==> src/logic/addr_decoder_cfg.svh <==
// Purpose: Address map constants for the on-chip address decoder.
// Assumes: 24-bit byte address, 250 MHz core clock.
// Notes:   Definitions only.
`ifndef ADDR_DECODER_CFG_SVH
`define ADDR_DECODER_CFG_SVH

`define CFG_ADDR_W          24
`define CFG_OFS_W           18
`define CFG_FLASH_TOP       24'h04FFFF
`define CFG_SEG1_BASE       24'h010000
`define CFG_LOW_SECT_TOP    24'h007FFF
`define CFG_SECT4_LO        24'h018000
`define CFG_SECT4_HI        24'h01FFFF
`define CFG_TEST_TOP        24'h001FFF
`define CFG_RSVD_LO         24'h050000
`define CFG_RSVD_HI         24'h07FFFF
`define CFG_FREG_LO         24'h080000
`define CFG_FREG_HI         24'h08FFFF
`define CFG_SRAM_LO         24'h00E000
`define CFG_SRAM_HI         24'h00E7FF
`define CFG_LRAM_BASE_RST   10'h024
`define CFG_PG_MSG1         16'h00EF
`define CFG_PG_MSG2         16'h00EE
`define CFG_PG_RTC          16'h00ED
`define CFG_PG_PWM          16'h00EC
`define CFG_PG_ASYNC        16'h00E9
`define CFG_PG_SYNC         16'h00E8
`define CFG_PG_I2C          16'h00EA
`define CFG_PG_MISC         16'h00EB
`define CFG_BIT_MSG1        0
`define CFG_BIT_MSG2        1
`define CFG_BIT_SRAM        2
`define CFG_BIT_LRAM        3
`define CFG_BIT_RTC         4
`define CFG_BIT_PWM         6
`define CFG_BIT_ASYNC       7
`define CFG_BIT_SYNC        8
`define CFG_BIT_I2C         9
`define CFG_BIT_MISC        10
`define CFG_PERIPH_WAIT     2'h2
`define CFG_PERIPH_ACC_PS   62500
`define CFG_CLK_PERIOD_PS   4000
`define CFG_PERIPH_CYCLES   ((`CFG_PERIPH_ACC_PS+`CFG_CLK_PERIOD_PS-1)/`CFG_CLK_PERIOD_PS)
`define CFG_SEG_LINES_FULL  4'h8
`define CFG_SEG_LINES_MSG   4'h4

`endif

==> src/logic/addr_decoder_pkg.sv <==
// Purpose: Types shared by the address decoder files.
// Assumes: Constants come from addr_decoder_cfg.svh.
// Notes:   Types only.
package addr_decoder_pkg;

   typedef enum logic [3:0] {
      TGT_NONE,
      TGT_FLASH,
      TGT_TEST_FLASH,
      TGT_FLASH_REGS,
      TGT_RESERVED,
      TGT_SMALL_RAM,
      TGT_LARGE_RAM,
      TGT_PERIPH,
      TGT_EXTERNAL
   } target_t;

   typedef struct packed {
      logic          glb_q;
      logic [10:0]   occ_q;
      logic [9:0]    lram_base_q;
      logic          valid_q;
      target_t       target_q;
      logic [2:0]    sector_q;
      logic [17:0]   offset_q;
      logic          width32_q;
      logic [1:0]    wait_q;
      logic [4:0]    cycles_q;
      logic          refused_q;
      logic [7:0]    psel_q;
      logic [3:0]    seg_lines_q;
   } state_t;

endpackage : addr_decoder_pkg

==> src/logic/onchip_address_decoder.sv <==
// Purpose: Steers each core access outside the reserved area to flash, flash registers, extension
//          RAM, expansion peripherals or the external interface.
// Assumes: Request inputs come from same-clock core logic.
// Notes:   Answer is registered, one cycle after the request.
`timescale 1ns/10ps
`default_nettype none
`include "addr_decoder_cfg.svh"

module onchip_address_decoder
   import addr_decoder_pkg::*;
#(
   parameter bit LARGE_VARIANT = 1'b1
)
(
   input  wire logic        clk_sys_in,
   input  wire logic        rst_in,
   input  wire logic        req_valid_in,
   input  wire logic [23:0] addr_in,
   input  wire logic        write_in,
   input  wire logic        byte_in,
   input  wire logic        fetch_in,
   input  wire logic        bootstrap_mode_in,
   input  wire logic        segment_remap_bit_in,
   input  wire logic        global_expansion_enable_in,
   input  wire logic [15:0] expansion_periph_control_in,
   input  wire logic        large_ram_base_we_in,
   input  wire logic [9:0]  large_ram_base_select_in,
   output logic             resp_valid_out,
   output var target_t      target_out,
   output logic [2:0]       sector_out,
   output logic [17:0]      offset_out,
   output logic             width32_out,
   output logic [1:0]       wait_states_out,
   output logic [4:0]       access_cycles_out,
   output logic             refused_out,
   output logic [7:0]       periph_sel_out,
   output logic [10:0]      occupied_out,
   output logic [9:0]       large_ram_base_out,
   output logic [3:0]       seg_lines_out
);

   localparam logic [4:0] PERIPH_CYCLES = 5'(`CFG_PERIPH_CYCLES);

   state_t s_q;
   state_t s_d;

   // Peripheral page table, indexed like periph_sel_out
   logic [7:0][15:0] page_tab;
   logic [7:0][3:0]  bit_tab;
   assign page_tab = {16'(`CFG_PG_MISC),
                      16'(`CFG_PG_I2C),
                      16'(`CFG_PG_SYNC),
                      16'(`CFG_PG_ASYNC),
                      16'(`CFG_PG_PWM),
                      16'(`CFG_PG_RTC),
                      16'(`CFG_PG_MSG2),
                      16'(`CFG_PG_MSG1)};
   assign bit_tab = {4'(`CFG_BIT_MISC), 4'(`CFG_BIT_I2C),
                     4'(`CFG_BIT_SYNC), 4'(`CFG_BIT_ASYNC),
                     4'(`CFG_BIT_PWM), 4'(`CFG_BIT_RTC),
                     4'(`CFG_BIT_MSG2), 4'(`CFG_BIT_MSG1)};

   logic [7:0] periph_hit;

   // Live enables; occ_q only holds what was set at the global rise
   logic [10:0] occ_live;
   assign occ_live = s_q.glb_q ? s_q.occ_q : 11'h000;

   genvar gi;
   generate
      for (gi = 0; gi < 8; gi++)
      begin : g_periph
         range_match u_match
         (
            .addr_in   (addr_in),
            .lo_in     ({page_tab[gi], 8'h00}),
            .hi_in     ({page_tab[gi], 8'hFF}),
            .enable_in (occ_live[bit_tab[gi]]),
            .hit_out   (periph_hit[gi])
         );
      end
   endgenerate

   logic        alt_map;
   logic        fl_hit;
   logic        fl_test_hit;
   logic [2:0]  fl_sector;
   logic [17:0] fl_offset;

   // Program and erase both arrive as write accesses
   assign alt_map = write_in || segment_remap_bit_in;

   flash_sector_map u_flash
   (
      .addr_in      (addr_in),
      .alt_map_in   (alt_map),
      .boot_in      (bootstrap_mode_in),
      .fetch_in     (fetch_in),
      .hit_out      (fl_hit),
      .test_hit_out (fl_test_hit),
      .sector_out   (fl_sector),
      .offset_out   (fl_offset)
   );

   logic sram_hit;
   logic lram_hit;
   assign sram_hit = occ_live[`CFG_BIT_SRAM]
                     && addr_in >= `CFG_SRAM_LO
                     && addr_in <= `CFG_SRAM_HI;
   // Window is 16K aligned; contents repeat inside it by size
   assign lram_hit = occ_live[`CFG_BIT_LRAM]
                     && addr_in[23:14] == s_q.lram_base_q;

   always_comb
   begin
      s_d = s_q;
      s_d.glb_q = global_expansion_enable_in;
      // Capture enables only on the global rise; later changes are ignored
      if (global_expansion_enable_in && !s_q.glb_q)
         s_d.occ_q = expansion_periph_control_in[10:0];
      // Cleared with the global enable so the output needs no gate
      if (!global_expansion_enable_in)
         s_d.occ_q = 11'h000;
      if (large_ram_base_we_in)
         s_d.lram_base_q = large_ram_base_select_in;
      s_d.seg_lines_q = (occ_live[`CFG_BIT_MSG1] || occ_live[`CFG_BIT_MSG2])
                        ? `CFG_SEG_LINES_MSG
                        : `CFG_SEG_LINES_FULL;
      s_d.valid_q = req_valid_in;
      if (req_valid_in)
      begin
         s_d.target_q = TGT_EXTERNAL;
         s_d.sector_q = 3'h0;
         s_d.offset_q = addr_in[17:0];
         s_d.width32_q = 1'b0;
         s_d.wait_q = 2'h0;
         s_d.cycles_q = 5'h01;
         s_d.refused_q = 1'b0;
         s_d.psel_q = 8'h00;
         if (fl_test_hit)
         begin
            s_d.target_q = TGT_TEST_FLASH;
            s_d.offset_q = fl_offset;
            s_d.width32_q = fetch_in;
            // Software has no write path into the test sector
            s_d.refused_q = write_in;
         end
         else if (fl_hit)
         begin
            s_d.target_q = TGT_FLASH;
            s_d.sector_q = fl_sector;
            s_d.offset_q = fl_offset;
            s_d.width32_q = fetch_in;
         end
         else if (addr_in >= `CFG_RSVD_LO && addr_in <= `CFG_RSVD_HI)
         begin
            s_d.target_q = TGT_RESERVED;
            s_d.refused_q = 1'b1;
         end
         else if (addr_in >= `CFG_FREG_LO && addr_in <= `CFG_FREG_HI)
         begin
            s_d.target_q = TGT_FLASH_REGS;
            s_d.offset_q = {2'h0, addr_in[15:0]};
         end
         else if (sram_hit)
         begin
            s_d.target_q = TGT_SMALL_RAM;
            s_d.offset_q = {7'h00, addr_in[10:0]};
         end
         else if (lram_hit)
         begin
            s_d.target_q = TGT_LARGE_RAM;
            s_d.offset_q = LARGE_VARIANT ? {4'h0, addr_in[13:0]}
                                         : {5'h00, addr_in[12:0]};
         end
         else if (|periph_hit)
         begin
            s_d.target_q = TGT_PERIPH;
            s_d.psel_q = periph_hit;
            s_d.wait_q = `CFG_PERIPH_WAIT;
            s_d.cycles_q = PERIPH_CYCLES;
            s_d.refused_q = byte_in;
            s_d.offset_q = {10'h000, addr_in[7:0]};
         end
      end
   end

   always_ff @(posedge clk_sys_in)
   begin
      if (rst_in)
      begin
         s_q <= '0;
         s_q.target_q <= TGT_NONE;
         s_q.lram_base_q <= `CFG_LRAM_BASE_RST;
         s_q.seg_lines_q <= `CFG_SEG_LINES_FULL;
      end
      else
         s_q <= s_d;
   end

   assign resp_valid_out     = s_q.valid_q;
   assign target_out         = s_q.target_q;
   assign sector_out         = s_q.sector_q;
   assign offset_out         = s_q.offset_q;
   assign width32_out        = s_q.width32_q;
   assign wait_states_out    = s_q.wait_q;
   assign access_cycles_out  = s_q.cycles_q;
   assign refused_out        = s_q.refused_q;
   assign periph_sel_out     = s_q.psel_q;
   assign occupied_out       = s_q.occ_q;
   assign large_ram_base_out = s_q.lram_base_q;
   assign seg_lines_out      = s_q.seg_lines_q;
endmodule : onchip_address_decoder

`default_nettype wire

==> src/logic/range_match.sv <==
// Purpose: Enabled compare of an address against an inclusive range.
// Assumes: Combinational, same clock domain as the caller.
// Notes:   Used once per expansion peripheral page.
`timescale 1ns/10ps
`default_nettype none

module range_match
(
   input  wire logic [23:0] addr_in,
   input  wire logic [23:0] lo_in,
   input  wire logic [23:0] hi_in,
   input  wire logic        enable_in,
   output logic             hit_out
);

   assign hit_out = enable_in && (addr_in >= lo_in) && (addr_in <= hi_in);

endmodule : range_match

`default_nettype wire

==> src/logic/flash_sector_map.sv <==
// Purpose: Maps an address onto the internal program flash sectors.
// Assumes: alt_map_in already merges write/erase and segment remap.
// Notes:   Offset is the physical byte offset inside the flash array.
`timescale 1ns/10ps
`default_nettype none
`include "addr_decoder_cfg.svh"

module flash_sector_map
(
   input  wire logic [23:0] addr_in,
   input  wire logic        alt_map_in,
   input  wire logic        boot_in,
   input  wire logic        fetch_in,
   output logic             hit_out,
   output logic             test_hit_out,
   output logic [2:0]       sector_out,
   output logic [17:0]      offset_out
);

   logic [23:0] low_base;
   logic [23:0] rel;

   always_comb
   begin
      low_base = alt_map_in ? `CFG_SEG1_BASE : 24'h000000;
      rel = addr_in - low_base;
      hit_out = 1'b0;
      test_hit_out = 1'b0;
      sector_out = 3'h0;
      offset_out = 18'h00000;
      // Test sector only exists in bootstrap, for fetches or the alt map
      if (boot_in && (fetch_in || alt_map_in)
          && addr_in <= `CFG_TEST_TOP)
      begin
         test_hit_out = 1'b1;
         offset_out = addr_in[17:0];
      end
      else if (addr_in >= low_base
               && rel <= `CFG_LOW_SECT_TOP)
      begin
         hit_out = 1'b1;
         sector_out = {1'b0, rel[14:13]};
         offset_out = {3'h0, rel[14:0]};
      end
      else if (addr_in >= `CFG_SECT4_LO
               && addr_in <= `CFG_FLASH_TOP)
      begin
         hit_out = 1'b1;
         offset_out = addr_in[17:0] - 18'h10000;
         if (addr_in <= `CFG_SECT4_HI)
            sector_out = 3'h4;
         else
            sector_out = 3'(addr_in[18:16] + 3'h3);
      end
   end

endmodule : flash_sector_map

`default_nettype wire

==> config.mk <==
export PLATFORM = sky130hd
export DESIGN_NAME = onchip_address_decoder
export DESIGN_NICKNAME = d
export VERILOG_FILES = /design/src/logic/addr_decoder_pkg.sv /design/src/logic/onchip_address_decoder.sv /design/src/logic/range_match.sv /design/src/logic/flash_sector_map.sv
export VERILOG_INCLUDE_DIRS = /design/src /design/src/logic
export SDC_FILE = /design/constraint.sdc
export NUM_CORES = 1
export LEC_CHECK = 0
export ABC_AREA = 1
export ABC_CLOCK_PERIOD_IN_PS = 2700
export BUFFER_PORTS_ARGS = -buffer_cell sky130_fd_sc_hd__buf_2
export CAP_MARGIN = 10
export CORE_MARGIN = 10
export CORE_UTILIZATION = 25
export DETAILED_ROUTE_END_ITERATION = 10
export GPL_TIMING_DRIVEN = 0
export PLACE_DENSITY = 0.51
export SLEW_MARGIN = 10
export SYNTH_ARGS = -nofsm -noshare
export SYNTH_HDL_FRONTEND = slang
export SYNTH_SLANG_ARGS = --single-unit
==> constraint.sdc <==
create_clock -name clk_sys_in -period 2.7 [get_ports clk_sys_in]
set_input_delay 0.405 -clock clk_sys_in [delete_from_list [all_inputs] [get_ports clk_sys_in]]
set_output_delay 0.405 -clock clk_sys_in [all_outputs]
set_load 0.02 [all_outputs]
# After elaboration in Yosys (flattened, before gate mapping)

Cells that the tools add are included.

Register bits after elaboration: 69
Bits of input ports: 60
Output and inout bits: 68
Logic and storage cells: 120

$add $sub $neg: 3
$lt $le $gt $ge: 28
Equality and inequality tests: 1
Multiplexer cells: 42
Bitwise gates (word level): 1
Reductions and logical operators: 32

Operators with widths:

| operator                                               | number |
|---|---|
| >= comparator 24 x 16 -> 1 bit (second input constant) | 9 |
| <= comparator 24 x 16 -> 1 bit (second input constant) | 9 |
| 2-to-1 mux 18 bit                                      | 9 |
| 2-to-1 mux 16 bit                                      | 5 |
| <= comparator 24 x 19 -> 1 bit (second input constant) | 2 |
| 2-to-1 mux 4 bit                                       | 8 |
| logical AND 1 bit                                      | 26 |
| >= comparator 24 x 17 -> 1 bit (second input constant) | 1 |
| >= comparator 24 x 19 -> 1 bit (second input constant) | 1 |
| >= comparator 24 x 20 -> 1 bit (second input constant) | 1 |
| >= comparator 24 bit                                   | 1 |
| <= comparator 24 x 13 -> 1 bit (second input constant) | 1 |
| <= comparator 24 x 15 -> 1 bit (second input constant) | 1 |
| <= comparator 24 x 17 -> 1 bit (second input constant) | 1 |
| <= comparator 24 x 20 -> 1 bit (second input constant) | 1 |
| subtractor 24 bit                                      | 1 |
| 2-to-1 mux 19 bit                                      | 1 |
| 2-to-1 mux 3 bit                                       | 6 |
| subtractor 18 x 17 -> 18 bit (second input constant)   | 1 |
| 2-to-1 mux 17 bit                                      | 1 |
| 2-to-1 mux 8 bit                                       | 2 |
| 2-to-1 mux 7 bit                                       | 2 |
| 2-to-1 mux 11 bit                                      | 1 |
| equality test 10 bit                                   | 1 |
| 7 further kinds                                        | 15 |

# Depth between registers and ports, before layout

Gate-level depths: netlist (run 1).

Depth after elaboration: 11
Gate-level depth with buffers: 19
Gate-level depth less buffers: 19

# By module

A second synthesis (run 1) with hierarchy kept.

Cell total of the unflattened synthesis: 2,496
Area total of the unflattened synthesis: 15,095.7 µm²

Modules (own cells, without submodules):

| module                                 | instances | cells each | area an instance (µm²) | sequential area each (µm²) |
|---|---|---|---|---|
| range_match at g_periph[0].u_match ... | 7         | 232        | 1,366.3                | 0.0 |
| onchip_address_decoder                 | 1         | 491        | 3,442.1                | 1,241.2 |
| range_match at g_periph[6].u_match     | 1         | 233        | 1,371.3                | 0.0 |
| flash_sector_map                       | 1         | 148        | 718.2                  | 0.0 |

# Worst setup path after synthesis (run 1)

Ideal clock, no wire load.

Path type: input-to-reg
Start: in segment_remap_bit_in
End: reg s_q (netlist bit offset_out[17])
Setup time: 112 ps
Data arrival time: 2,276 ps
Required time: 2,588 ps
Path slack: 312 ps
Stages on the path: 12
Buffers on the path: 0
Cells stage by stage: or2_2 -> ha_1 -> ha_1 -> nand3_1 -> a2111oi_0 -> o21ai_1 -> nand2_1 -> nand2_1 -> nor2_1 -> nor3_1 -> nand2_1 -> nand2_1

Cells in the longest elaborated chain, start to end: 9

Ends and longest elaborated chain:

| item                                                  | RTL line                      | text |
|---|---|---|
| from (decl)                                           | onchip_address_decoder.sv:23  | `input wire logic segment_remap_bit_in,` |
| logical OR 1 bit *                                    | onchip_address_decoder.sv:91  | `assign alt_map = write_in \|\| segment_remap_bit_in;` |
| 2-to-1 mux 17 bit                                     | flash_sector_map.sv:25        | `` low_base = alt_map_in ? `CFG_SEG1_BASE : 24'h000000; `` |
| subtractor 24 bit                                     | flash_sector_map.sv:26        | `rel = addr_in - low_base;` |
| <= comparator 24 x 15 -> 1 bit (no line)              | n/a                           |  |
| logical AND 1 bit (no line)                           | n/a                           |  |
| 2-to-1 mux 18 bit or 2-to-1 mux 1 bit (tied branches) | flash_sector_map.sv:38        | `else if (addr_in >= low_base` |
| 2-to-1 mux 18 bit or 2-to-1 mux 1 bit (tied branches) | flash_sector_map.sv:32        | `if (boot_in && (fetch_in \|\| alt_map_in)` |
| 2-to-1 mux 18 bit                                     | onchip_address_decoder.sv:148 | `else if (fl_hit)` |
| 2-to-1 mux 19 bit *                                   | onchip_address_decoder.sv:140 | `if (fl_test_hit)` |
| to (decl)                                             | onchip_address_decoder.sv:44  | `state_t s_q;` |

Every way passes the cells marked *; elsewhere a longest branch is shown, timed or not.
A chain may end at the register's enable or synchronous reset.

# Worst setup path after layout (run 1)

Start: in addr_in[17]
End: reg s_q (netlist bit access_cycles_out[0])

Cells in the longest elaborated chain, start to end: 11

Ends and longest elaborated chain:

| item                                                                       | RTL line                      | text |
|---|---|---|
| from (decl)                                                                | onchip_address_decoder.sv:18  | `input wire logic [23:0] addr_in,` |
| parallel branches: the longest is 10 deep, another holds subtractor 24 bit | n/a                           |  |
| 2-to-1 mux 7 bit *                                                         | onchip_address_decoder.sv:140 |  |

Every way passes the cells marked *.

==> results of run 1 <==
cells by family after synthesis:
logic type,count (synthesis)
other cells,1
flops,62
fa+ha+maj,5
simple gates,385
compound gates,113
xor+xnor,4
buf+inv,158
power groups by stage:
stage               Sequential [W]  Clock (W)  Combinational [W]
floorplan                 0.000996          0           0.000309
global route              0.000988    0.00134           0.000514
finish                    0.000982    0.00128           0.000466
global placement           0.00100          0           0.000465
CTS                       0.000983    0.00131           0.000467
detailed placement         0.00100          0           0.000465
registers in the layout, indices dropped and copies added, names as in the netlist:
name	cells
wait_states_out	1
refused_out	1
sector_out	3
seg_lines_out	2
large_ram_base_out	10
periph_sel_out	8
resp_valid_out	1
access_cycles_out	1
occupied_out	11
offset_out	18
width32_out	1
s_q	1
target_out	4
how the worst min path moves through the flow:
| stage | startpoint | endpoint | slack [ns] | depth (start not counted) |
|---|---|---|---|---|
| 2_1_floorplan | offset_out[3] | offset_out[3] | 0.43 | 2 |
| 3_3_place_gp | offset_out[3] | offset_out[3] | 0.44 | 2 |
| 3_5_place_dp | offset_out[15] | offset_out[15] | 0.44 | 2 |
| 4_1_cts | large_ram_base_select_in[2] | large_ram_base_out[2] | 0.26 | 3 |
| 5_1_grt | large_ram_base_select_in[5] | large_ram_base_out[5] | 0.29 | 3 |
| 6_report | large_ram_base_select_in[2] | large_ram_base_out[2] | 0.27 | 3 |
what timing repair did:
action	4_1_cts	5_1_grt
hold endpoints to repair	0	0
setup endpoints to repair	0	5
gates resized for setup	0	4
buffers inserted	0	2
cell type report:
class / count / area [µm²]
Tap cell: 229 / 287
Clock buffer: 13 / 250
Buffer: 89 / 638
Fill cell: 2032 / 12300
Inverter: 69 / 263
Timing Repair Buffer: 109 / 551
Sequential cell: 62 / 1240
Antenna cell: 1 / 2.50
Clock inverter: 3 / 67.6
Multi-Input combinational cell: 513 / 2530
cells in the mapped netlist (all sizes together):
| cell type | count | area [µm²] |
|---|---|---|
| nand2 | 174 | 676 |
| nor4b | 1 | 8.76 |
| clkbuf | 12 | 45.0 |
| nand3 | 65 | 345 |
| o21bai | 2 | 18.8 |
| a32o | 1 | 10.0 |
| o22ai | 1 | 6.26 |
| dfxtp | 62 | 1240 |
| a31oi | 2 | 12.5 |
| nor3b | 1 | 7.51 |
| o21ai | 56 | 284 |
| a31o | 1 | 8.76 |
| nor3 | 7 | 35.0 |
| and3 | 1 | 6.26 |
| nor4 | 8 | 56.3 |
| and3b | 1 | 8.76 |
| a41o | 1 | 10.0 |
| xnor2 | 1 | 8.76 |
| ha | 5 | 62.6 |
| xor2 | 3 | 26.3 |
| a2111oi | 2 | 17.5 |
| inv | 66 | 248 |
| conb | 1 | 3.75 |
| clkinv | 3 | 11.3 |
| buf | 77 | 593 |
| nor2 | 105 | 473 |
| or2 | 3 | 18.8 |
| nand4 | 19 | 138 |
| a22o | 5 | 43.8 |
| a21oi | 41 | 209 |
| o2111ai | 1 | 8.76 |
metrics by stage:
stage	setup TNS [ns]	setup WS, ns	total power [W]
after floorplan	0	0.312	0.00131
final	0	0.200	0.00273
after detailed placement	-1.18	-0.210	0.00147
after CTS	0	0.160	0.00276
after global routing	0	0.0334	0.00285
after global placement	-0.908	-0.203	0.00147
routing by layer:
layer	vias to the layer above	global-route usage	share of wire
li1	2557	-	-
met1	2241	0.177	0.47
met4	0	0.0346	0.013
met2	169	0.202	0.43
met5	-	0	0
met3	15	0.0496	0.087
tightest hold or removal path, cell delays in order:
cell and delay (ns):
sky130_fd_sc_hd__buf_2 0.08, sky130_fd_sc_hd__nand2_1 0.04, sky130_fd_sc_hd__nand3_1 0.06
==> flow_summary.ini, run 1 <==
[run_status]
run_status = completed

[final_layout]
final_common_cell = sky130_fd_sc_hd__nand2_1
finish.cell_count_without_fillers = 1088
num-nets-final = 918
areaGrowthSynthToFinish_pct = 25.6
postLayoutCoreUtil = 0.322
layout-drive-gt1-share = 0.294
final_cell_area_mm2 = 0.00583
final_cell_mix = sky130_fd_sc_hd__nand2_1, sky130_fd_sc_hd__buf_2, sky130_fd_sc_hd__nor2_1, sky130_fd_sc_hd__buf_4, sky130_fd_sc_hd__dfxtp_1

[logic_synthesis]
yosysUniqueCellTypes = 47
synth_area_mm2 = 0.00464
mux_contribution_to_synthesized_area = 0
synth_xor_xnor_area_share = 0.00755
proportion_of_synthesized_chip_area_in_sequential_cells = 0.267
post_synth_fa_ha_maj_area_fraction = 0.0135
synth-seq-cells = 62
post_synth_and_or_nand_nor_area_fraction = 0.382
synthesis.area_per_instance_um2 = 6.38
synth_compound_area_frac = 0.136
synthesis.yosys.warnings = 0
synth_top_family_by_area = simple AND/OR/NAND/NOR gates
synthesis.instances = 728

[floorplanning]
floorplan.core_area_mm2 = 0.0181
die_area_mm2 = 0.0244
die_w_um = 156
io-pin-count = 128
die_y_um = 156
row_count = 49
floorplan.initialDensity = 0.257

[routing]
wl_per_cell_um = 15.4
avgViaCountPerCell = 4.58
first_pass_iters = 5
drtIter0Drc = 327
drc_errors = 0
postRouteAntennaNets = 0
drt-total-wl_um = 16700
via_count = 4982

[clocking]
ctsHtreeMaxLevel = 3
cts-root-to-sink-buffers = 2
cts_made_buffers = 9
clkTransAtPathRegs_ns = 0.06
cts-hold-fix-buffers = 0
cts.sink_count = 62
cts_tree = done
clock_insertion_delay_worst_skew_ns = 0.35
ctsRootBufferMaster = sky130_fd_sc_hd__clkbuf_16

[pwr]
sw_frac_of_total = 0.279
cell_pwr_density_mw_per_mm2 = 468
portion_of_total_power_attributed_to_sequential_cells = 0.360
combinationalPowerShare = 0.171
intPower_w = 0.00197
power.static_leakage_nw = 2.96
power_switching_w = 0.000762
vdd_ir_drop_max_mv = 0.294
p_clk_frac = 0.469

[critical_path]
path_delay_family = simple AND/OR/NAND/NOR gates
crit_path_top_delay_cell = sky130_fd_sc_hd__ha_2
ff2ff_path_depth = 13
timing_worst_setup_path_type = input pin to register
worst_setup_path_start_kind = input pin
crit_top_cell = sky130_fd_sc_hd__nand2_1
rrSetupSlack_ns = 0.48
cp_cell_sequence = buf_2 > inv_1 > ha_2 > nand2_4 > nor2_8 > buf_2 > nand3_1 > nand2_1 > nand2_1 > nand2_1 > nor2_4 > nand2_2 > nand4_1 > nand2_1 > nand2_1 > nand2_1 > inv_1
worst_ep_required_time_ns = 2.94
critical_path.max_fanout = 10
critical_path_buf_inv_count = 4
timing.critical_path.from = addr_in[17]
largest_incremental_delay_on_the_critical_path_ns = 0.29
critical_path_depth = 17
worst-endpoint-arrival_ns = 2.74
critPathCapture = access_cycles_out[0]
critical_path_sink_type = register
r2r-end = access_cycles_out[0]
rr_startpoint = s_q[68]

[placed_design]
dpl-instance-area_mm2 = 0.00548
dpl.cell_count = 1069
gp_routability_congestion = 0.929
dpl.hpwl_um = 13500
buffer_ports.inserted = 107

[global_route]
grt_remaining_overflow = 0
grt_util_all_layers = 0.134
grt_start_max_net_pins = 11
first_global_vias = 4725
antenna_found_initial = 1
grt_first_pass_wirelength_um = 25800

[timing]
clock-skew-final_ns = 0.0151
hold_slack_ns = 0.267
hold_viol_final = 0
timing.fmax_ghz = 0.400
worst-slew-pin-transition_ns = 0.765
slew-limit-headroom = 0.488
setup_viol_count_final = 0
final-max-slew-violation-count = 0
setup_repair_after_global_routing_missed_its_margin = false
fin_crit_sh = 0.926
fin_crit_ns = 2.50

[job]
max-cap-violations = 0

[min_path]
worstHoldPathType = input pin to register
No activity file was read; power rests on OpenSTA's default activity.
==> run 2, diff against run 1 <==
--- a/config.mk
+++ b/config.mk
@@ -7,14 +7,13 @@
 export NUM_CORES = 1
 export LEC_CHECK = 0
 export ABC_AREA = 1
-export ABC_CLOCK_PERIOD_IN_PS = 2700
+export ABC_CLOCK_PERIOD_IN_PS = 2070
 export BUFFER_PORTS_ARGS = -buffer_cell sky130_fd_sc_hd__buf_2
 export CAP_MARGIN = 10
 export CORE_MARGIN = 10
 export CORE_UTILIZATION = 25
 export DETAILED_ROUTE_END_ITERATION = 10
 export GPL_TIMING_DRIVEN = 0
-export PLACE_DENSITY = 0.51
 export SLEW_MARGIN = 10
 export SYNTH_ARGS = -nofsm -noshare
 export SYNTH_HDL_FRONTEND = slang
==> constraint.sdc (replaced) <==
create_clock -name clk_sys_in -period 2.07 [get_ports clk_sys_in]
set_input_delay 0.3105 -clock clk_sys_in [delete_from_list [all_inputs] [get_ports clk_sys_in]]
set_output_delay 0.3105 -clock clk_sys_in [all_outputs]
set_load 0.02 [all_outputs]
==> flow_summary.ini, run 2 (synthesis gave the netlist of run 1 again) <==
[routing]
via_count = 5176
drc_errors = 0
route.met3.wl_um = 1400
wl_per_cell_um = 15.3
postRouteAntennaNets = 0
drt-total-wl_um = 17100
avgViaCountPerCell = 4.65
drtIter0Drc = 304
top_layer_used = met4
first_pass_iters = 5
routed-wl-met2_um = 7730
wl_met1_um = 7740

[timing]
hold_viol_final = 0
fin_crit_sh = 0.962
clock-skew-final_ns = 0.00650
timing.fmax_ghz = 0.502
fin_crit_ns = 1.99
setup_viol_count_final = 0
hold_slack_ns = 0.183
final-max-slew-violation-count = 0
worst-slew-pin-transition_ns = 0.806
slew-limit-headroom = 0.461

[placed_design]
dpl-instance-area_mm2 = 0.00550
buffer_ports.inserted = 107
dpl.cell_count = 1069
gp_routability_congestion = 0.974
dpl.hpwl_um = 13300

[critical_path]
timing_worst_setup_path_type = input pin to register
ff2ff_path_depth = 12
critical_path_buf_inv_count = 2
worst_ep_required_time_ns = 2.30
path_delay_family = simple AND/OR/NAND/NOR gates
crit_path_top_delay_cell = sky130_fd_sc_hd__a2111oi_4
critical_path.max_fanout = 4
cp_cell_sequence = buf_2 > or2_4 > ha_4 > ha_4 > nand3_2 > a2111oi_4 > o21ai_2 > buf_6 > nand3_4 > nor2_4 > nand2_2 > nor2_4 > a22o_1
rrSetupSlack_ns = 0.29
critical_path_depth = 13
worst_setup_path_start_kind = input pin
r2r-end = access_cycles_out[0]
rr_startpoint = s_q[68]
largest_incremental_delay_on_the_critical_path_ns = 0.29
critical_path_sink_type = register
timing.critical_path.from = write_in
worst-endpoint-arrival_ns = 2.22
critPathCapture = periph_sel_out[7]

[min_path]
worstHoldPathType = input pin to register
hold_path.startpoint = large_ram_base_select_in[2]

[pwr]
p_total_w = 0.00360
power.static_leakage_nw = 3.15
vdd_ir_drop_max_mv = 0.370
cell_pwr_density_mw_per_mm2 = 559

[final_layout]
largest_register_ff_count = 18
areaGrowthSynthToFinish_pct = 38.8
final_common_cell = sky130_fd_sc_hd__nand2_1
layout-drive-gt1-share = 0.366
final_cell_area_mm2 = 0.00644
num-nets-final = 943
final_cell_mix = sky130_fd_sc_hd__nand2_1, sky130_fd_sc_hd__buf_2, sky130_fd_sc_hd__buf_4, sky130_fd_sc_hd__nor2_1, sky130_fd_sc_hd__dfxtp_1
finish.cell_count_without_fillers = 1113

[floorplanning]
floorplan.core_area_mm2 = 0.0181
row_count = 49
io-pin-count = 128
die_w_um = 156
floorplan.initialDensity = 0.257
die_y_um = 156
die_area_mm2 = 0.0244

[global_route]
grt_util_all_layers = 0.133
antenna_found_initial = 0
grt_first_pass_wirelength_um = 25900
first_global_vias = 4905
grt_start_max_net_pins = 11
grt_remaining_overflow = 0

[job]
max-cap-violations = 0

[clocking]
cts_made_buffers = 9
cts-root-to-sink-buffers = 2
clkTransAtPathRegs_ns = 0.06
ctsRootBufferMaster = sky130_fd_sc_hd__clkbuf_16
ctsHtreeMaxLevel = 3
clock_insertion_delay_worst_skew_ns = 0.34
cts_tree = done
cts.sink_count = 62

[run_status]
run_status = completed
[run 2: worst min-delay path by stage]
stage                                       end  slack [ns]  cells past startpoint
after floorplan                   offset_out[3]        0.41                      2
after global placement            offset_out[6]        0.44                      2
after detailed placement         offset_out[17]        0.44                      2
after CTS                 large_ram_base_out[2]        0.17                      3
after global routing      large_ram_base_out[2]        0.19                      3
final                     large_ram_base_out[2]        0.18                      3
[run 2: timing repair]
item | 4_1_cts | 5_1_grt
hold buffers | 0 | 0
pin swaps | 6 | 29
gates cloned | 0 | 3
resized for setup | 16 | 81
setup endpoints to repair | 20 | 25
setup buffers | 5 | 20
[run 2: tightest hold or removal path, cell delays in order]
cell and delay (ns):
sky130_fd_sc_hd__buf_2 0.07, sky130_fd_sc_hd__nand2_1 0.04, sky130_fd_sc_hd__nand3_1 0.07
[run 2: layer usage]
layer	GRT usage	vias up
li1	-	2621
met1	0.175	2358
met2	0.205	182
met3	0.0387	15
met4	0.0373	0
met5	0	-
[run 2: final cells by class]
cell class	count	area [µm²]
tap	229	287
clock inverter	3	67.6
sequential	62	1240
fill	1931	11600
antenna	1	2.50
buffer	88	649
clock buffer	13	250
multi-input combinational	514	2860
inverter	69	293
timing repair buffer	134	792
[run 2: through the flow]
stage	TNS, ns	setup slack [ns]	util
6_report	0	0.0788	0.356
5_1_grt	-0.00167	-0.00167	0.356
4_1_cts	-0.0732	-0.0327	0.326
3_5_place_dp	-13.38	-0.736	0.304
3_3_place_gp	-13.35	-0.748	0.304
2_1_floorplan	-0.00280	-0.00280	-
[run 2: report_power, final]
group	total, W	leakage (nW)	switching (W)	internal (W)
clock network	0.00164	0.150	0.000549	0.00109
registers	0.00128	0.509	0.0000357	0.00125
logic	0.000679	2.49	0.000414	0.000265
total	0.00360	3.15	0.000999	0.00260
==> run 3, diff against run 2 <==
--- a/config.mk
+++ b/config.mk
@@ -7,7 +7,7 @@
 export NUM_CORES = 1
 export LEC_CHECK = 0
 export ABC_AREA = 1
-export ABC_CLOCK_PERIOD_IN_PS = 2070
+export ABC_CLOCK_PERIOD_IN_PS = 2300
 export BUFFER_PORTS_ARGS = -buffer_cell sky130_fd_sc_hd__buf_2
 export CAP_MARGIN = 10
 export CORE_MARGIN = 10
==> constraint.sdc (replaced) <==
create_clock -name clk_sys_in -period 2.3 [get_ports clk_sys_in]
set_input_delay 0.23 -clock clk_sys_in [delete_from_list [all_inputs] [get_ports clk_sys_in]]
set_output_delay 0.23 -clock clk_sys_in [all_outputs]
set_load 0.02 [all_outputs]
==> flow_summary.ini, run 3 (synthesis gave the netlist of run 1 again) <==
[run_status]
run_status = completed

[critical_path]
r2r-end = offset_out[15]
worst_setup_path_start_kind = input pin
critical_path.max_fanout = 7
timing_worst_setup_path_type = input pin to register
ff2ff_path_depth = 10
crit_path_top_delay_cell = sky130_fd_sc_hd__ha_1
rr_startpoint = s_q[68]
worst_ep_required_time_ns = 2.58
rrSetupSlack_ns = 0.27
cp_cell_sequence = buf_2 > inv_2 > ha_1 > inv_1 > nor2_2 > nand3_2 > inv_2 > o21ai_2 > nor2_4 > o21ai_1 > nand4_1 > nand3_1 > nor2_2 > nand3_1 > o21ai_1 > nand2_1 > nand2_1
worst-endpoint-arrival_ns = 2.37
largest_incremental_delay_on_the_critical_path_ns = 0.24
critical_path_sink_type = register

[routing]
drt-total-wl_um = 16200
postRouteAntennaNets = 0
avgViaCountPerCell = 4.56
drtIter0Drc = 349
wl_per_cell_um = 14.8
drc_errors = 0
via_count = 4977
first_pass_iters = 5

[job]
max-cap-violations = 0

[min_path]
hold_path.startpoint = large_ram_base_select_in[2]
timing.hold.worst_path_depth = 3
hold-path-endpoint = large_ram_base_out[2]
worstHoldPathType = input pin to register

[final_layout]
largest_register_ff_count = 18
num-nets-final = 921
final_cell_mix = sky130_fd_sc_hd__nand2_1, sky130_fd_sc_hd__buf_2, sky130_fd_sc_hd__nor2_1, sky130_fd_sc_hd__buf_4, sky130_fd_sc_hd__dfxtp_1
final_cell_area_mm2 = 0.00586
final_common_cell = sky130_fd_sc_hd__nand2_1
areaGrowthSynthToFinish_pct = 26.3
layout-drive-gt1-share = 0.308

[timing]
slew-limit-headroom = 0.504
timing.setup.tns_ns = 0
final-max-slew-violation-count = 0
hold_viol_final = 0
timing.fmax_ghz = 0.477
setup_viol_count_final = 0
postLayoutSetupSlackWorst_ns = 0.204
clock-skew-final_ns = 0.00852
worst-slew-pin-transition_ns = 0.743
fin_crit_sh = 0.911
fin_crit_ns = 2.10

[global_route]
grt_util_met1 = 0.170
gr-max-usage-layer = met2
grt_start_max_net_pins = 12
grt_util_all_layers = 0.130
grt_remaining_overflow = 0
gr-usage-met3 = 0.0485
antenna_found_initial = 0
met2_usage = 0.198
first_global_vias = 4814
grt_first_pass_wirelength_um = 25300

[floorplanning]
io-pin-count = 128
floorplan.initialDensity = 0.257
floorplan.core_area_mm2 = 0.0181
die_area_mm2 = 0.0244
row_count = 49
die_y_um = 156
die_w_um = 156

[pwr]
vdd_ir_drop_max_mv = 0.322
power.static_leakage_nw = 2.96
cell_pwr_density_mw_per_mm2 = 511

[clocking]
cts.sink_count = 62
clkTransAtPathRegs_ns = 0.06
cts-hold-fix-buffers = 0
ctsRootBufferMaster = sky130_fd_sc_hd__clkbuf_16
cts_made_buffers = 9
ctsHtreeMaxLevel = 3
cts-root-to-sink-buffers = 2
clock_insertion_delay_worst_skew_ns = 0.34
cts_tree = done

[placed_design]
dpl-instance-area_mm2 = 0.00548
dpl.hpwl_um = 13200
buffer_ports.inserted = 107
gp_routability_congestion = 0.938
dpl_worst_slack_ns = -0.411
==> run 3: final cells by class <==
| class | instances | area, µm² |
|---|---|---|
| fill | 1994 | 12200 |
| clock inverter | 5 | 33.8 |
| sequential | 62 | 1240 |
| inverter | 69 | 263 |
| clock buffer | 11 | 253 |
| antenna | 1 | 2.50 |
| multi-input combinational | 513 | 2560 |
| tap | 229 | 287 |
| timing repair buffer | 112 | 586 |
| buffer | 89 | 639 |
==> run 3: power by group <==
part / switching, W / internal [W] / total [W]
Sequential: 0.0000305 / 0.00112 / 0.00115
Clock: 0.000507 / 0.000785 / 0.00129
Combinational: 0.000343 / 0.000209 / 0.000552
==> run 3: metal layers <==
layer  vias up  share of wire
met5         -              0
met4         0         0.0096
met3        11          0.095
met2       187           0.43
met1      2201           0.46
li1       2578              -
==> run 3: worst max path at each step <==
stage / endpoint / slack [ns] / cells after the start / start
2_1_floorplan: offset_out[17] / 0.09 / 12 / segment_remap_bit_in
3_3_place_gp: offset_out[17] / -0.37 / 13 / write_in
3_5_place_dp: offset_out[17] / -0.41 / 13 / write_in
4_1_cts: offset_out[17] / 0.002 / 13 / write_in
5_1_grt: offset_out[14] / -0.002 / 15 / addr_in[17]
6_report: offset_out[15] / 0.20 / 17 / addr_in[17]
==> run 3: metrics by stage <==
stage | std cells | utilization | hold slack (ns) | power (W)
2_1_floorplan | 733 | - | 0.333 | 0.00153
3_3_place_gp | 1069 | 0.303 | 0.439 | 0.00172
3_5_place_dp | 1069 | 0.303 | 0.446 | 0.00172
4_1_cts | 1087 | 0.320 | 0.0869 | 0.00303
5_1_grt | 1090 | 0.324 | 0.104 | 0.00314
6_report | 1091 | 0.324 | 0.0994 | 0.00300
==> run 3: repair_timing <==
| item | CTS | global route |
|---|---|---|
| gates resized for setup | 0 | 14 |
| gates cloned | 0 | 0 |
| setup buffers | 2 | 3 |
| endpoints found under the setup margin | 2 | 22 |
| endpoints found under the hold margin | 0 | 0 |
| pin swaps | 0 | 2 |
==> run 3: worst max-delay path, delay by kind of cell <==
kind	cells	cell delay (ns)
AND/OR/NAND/NOR	9	1.03
buffers and inverters	4	0.49
AO/OA/AOI/OAI	3	0.39
adder cells (fa/ha/maj)	1	0.24
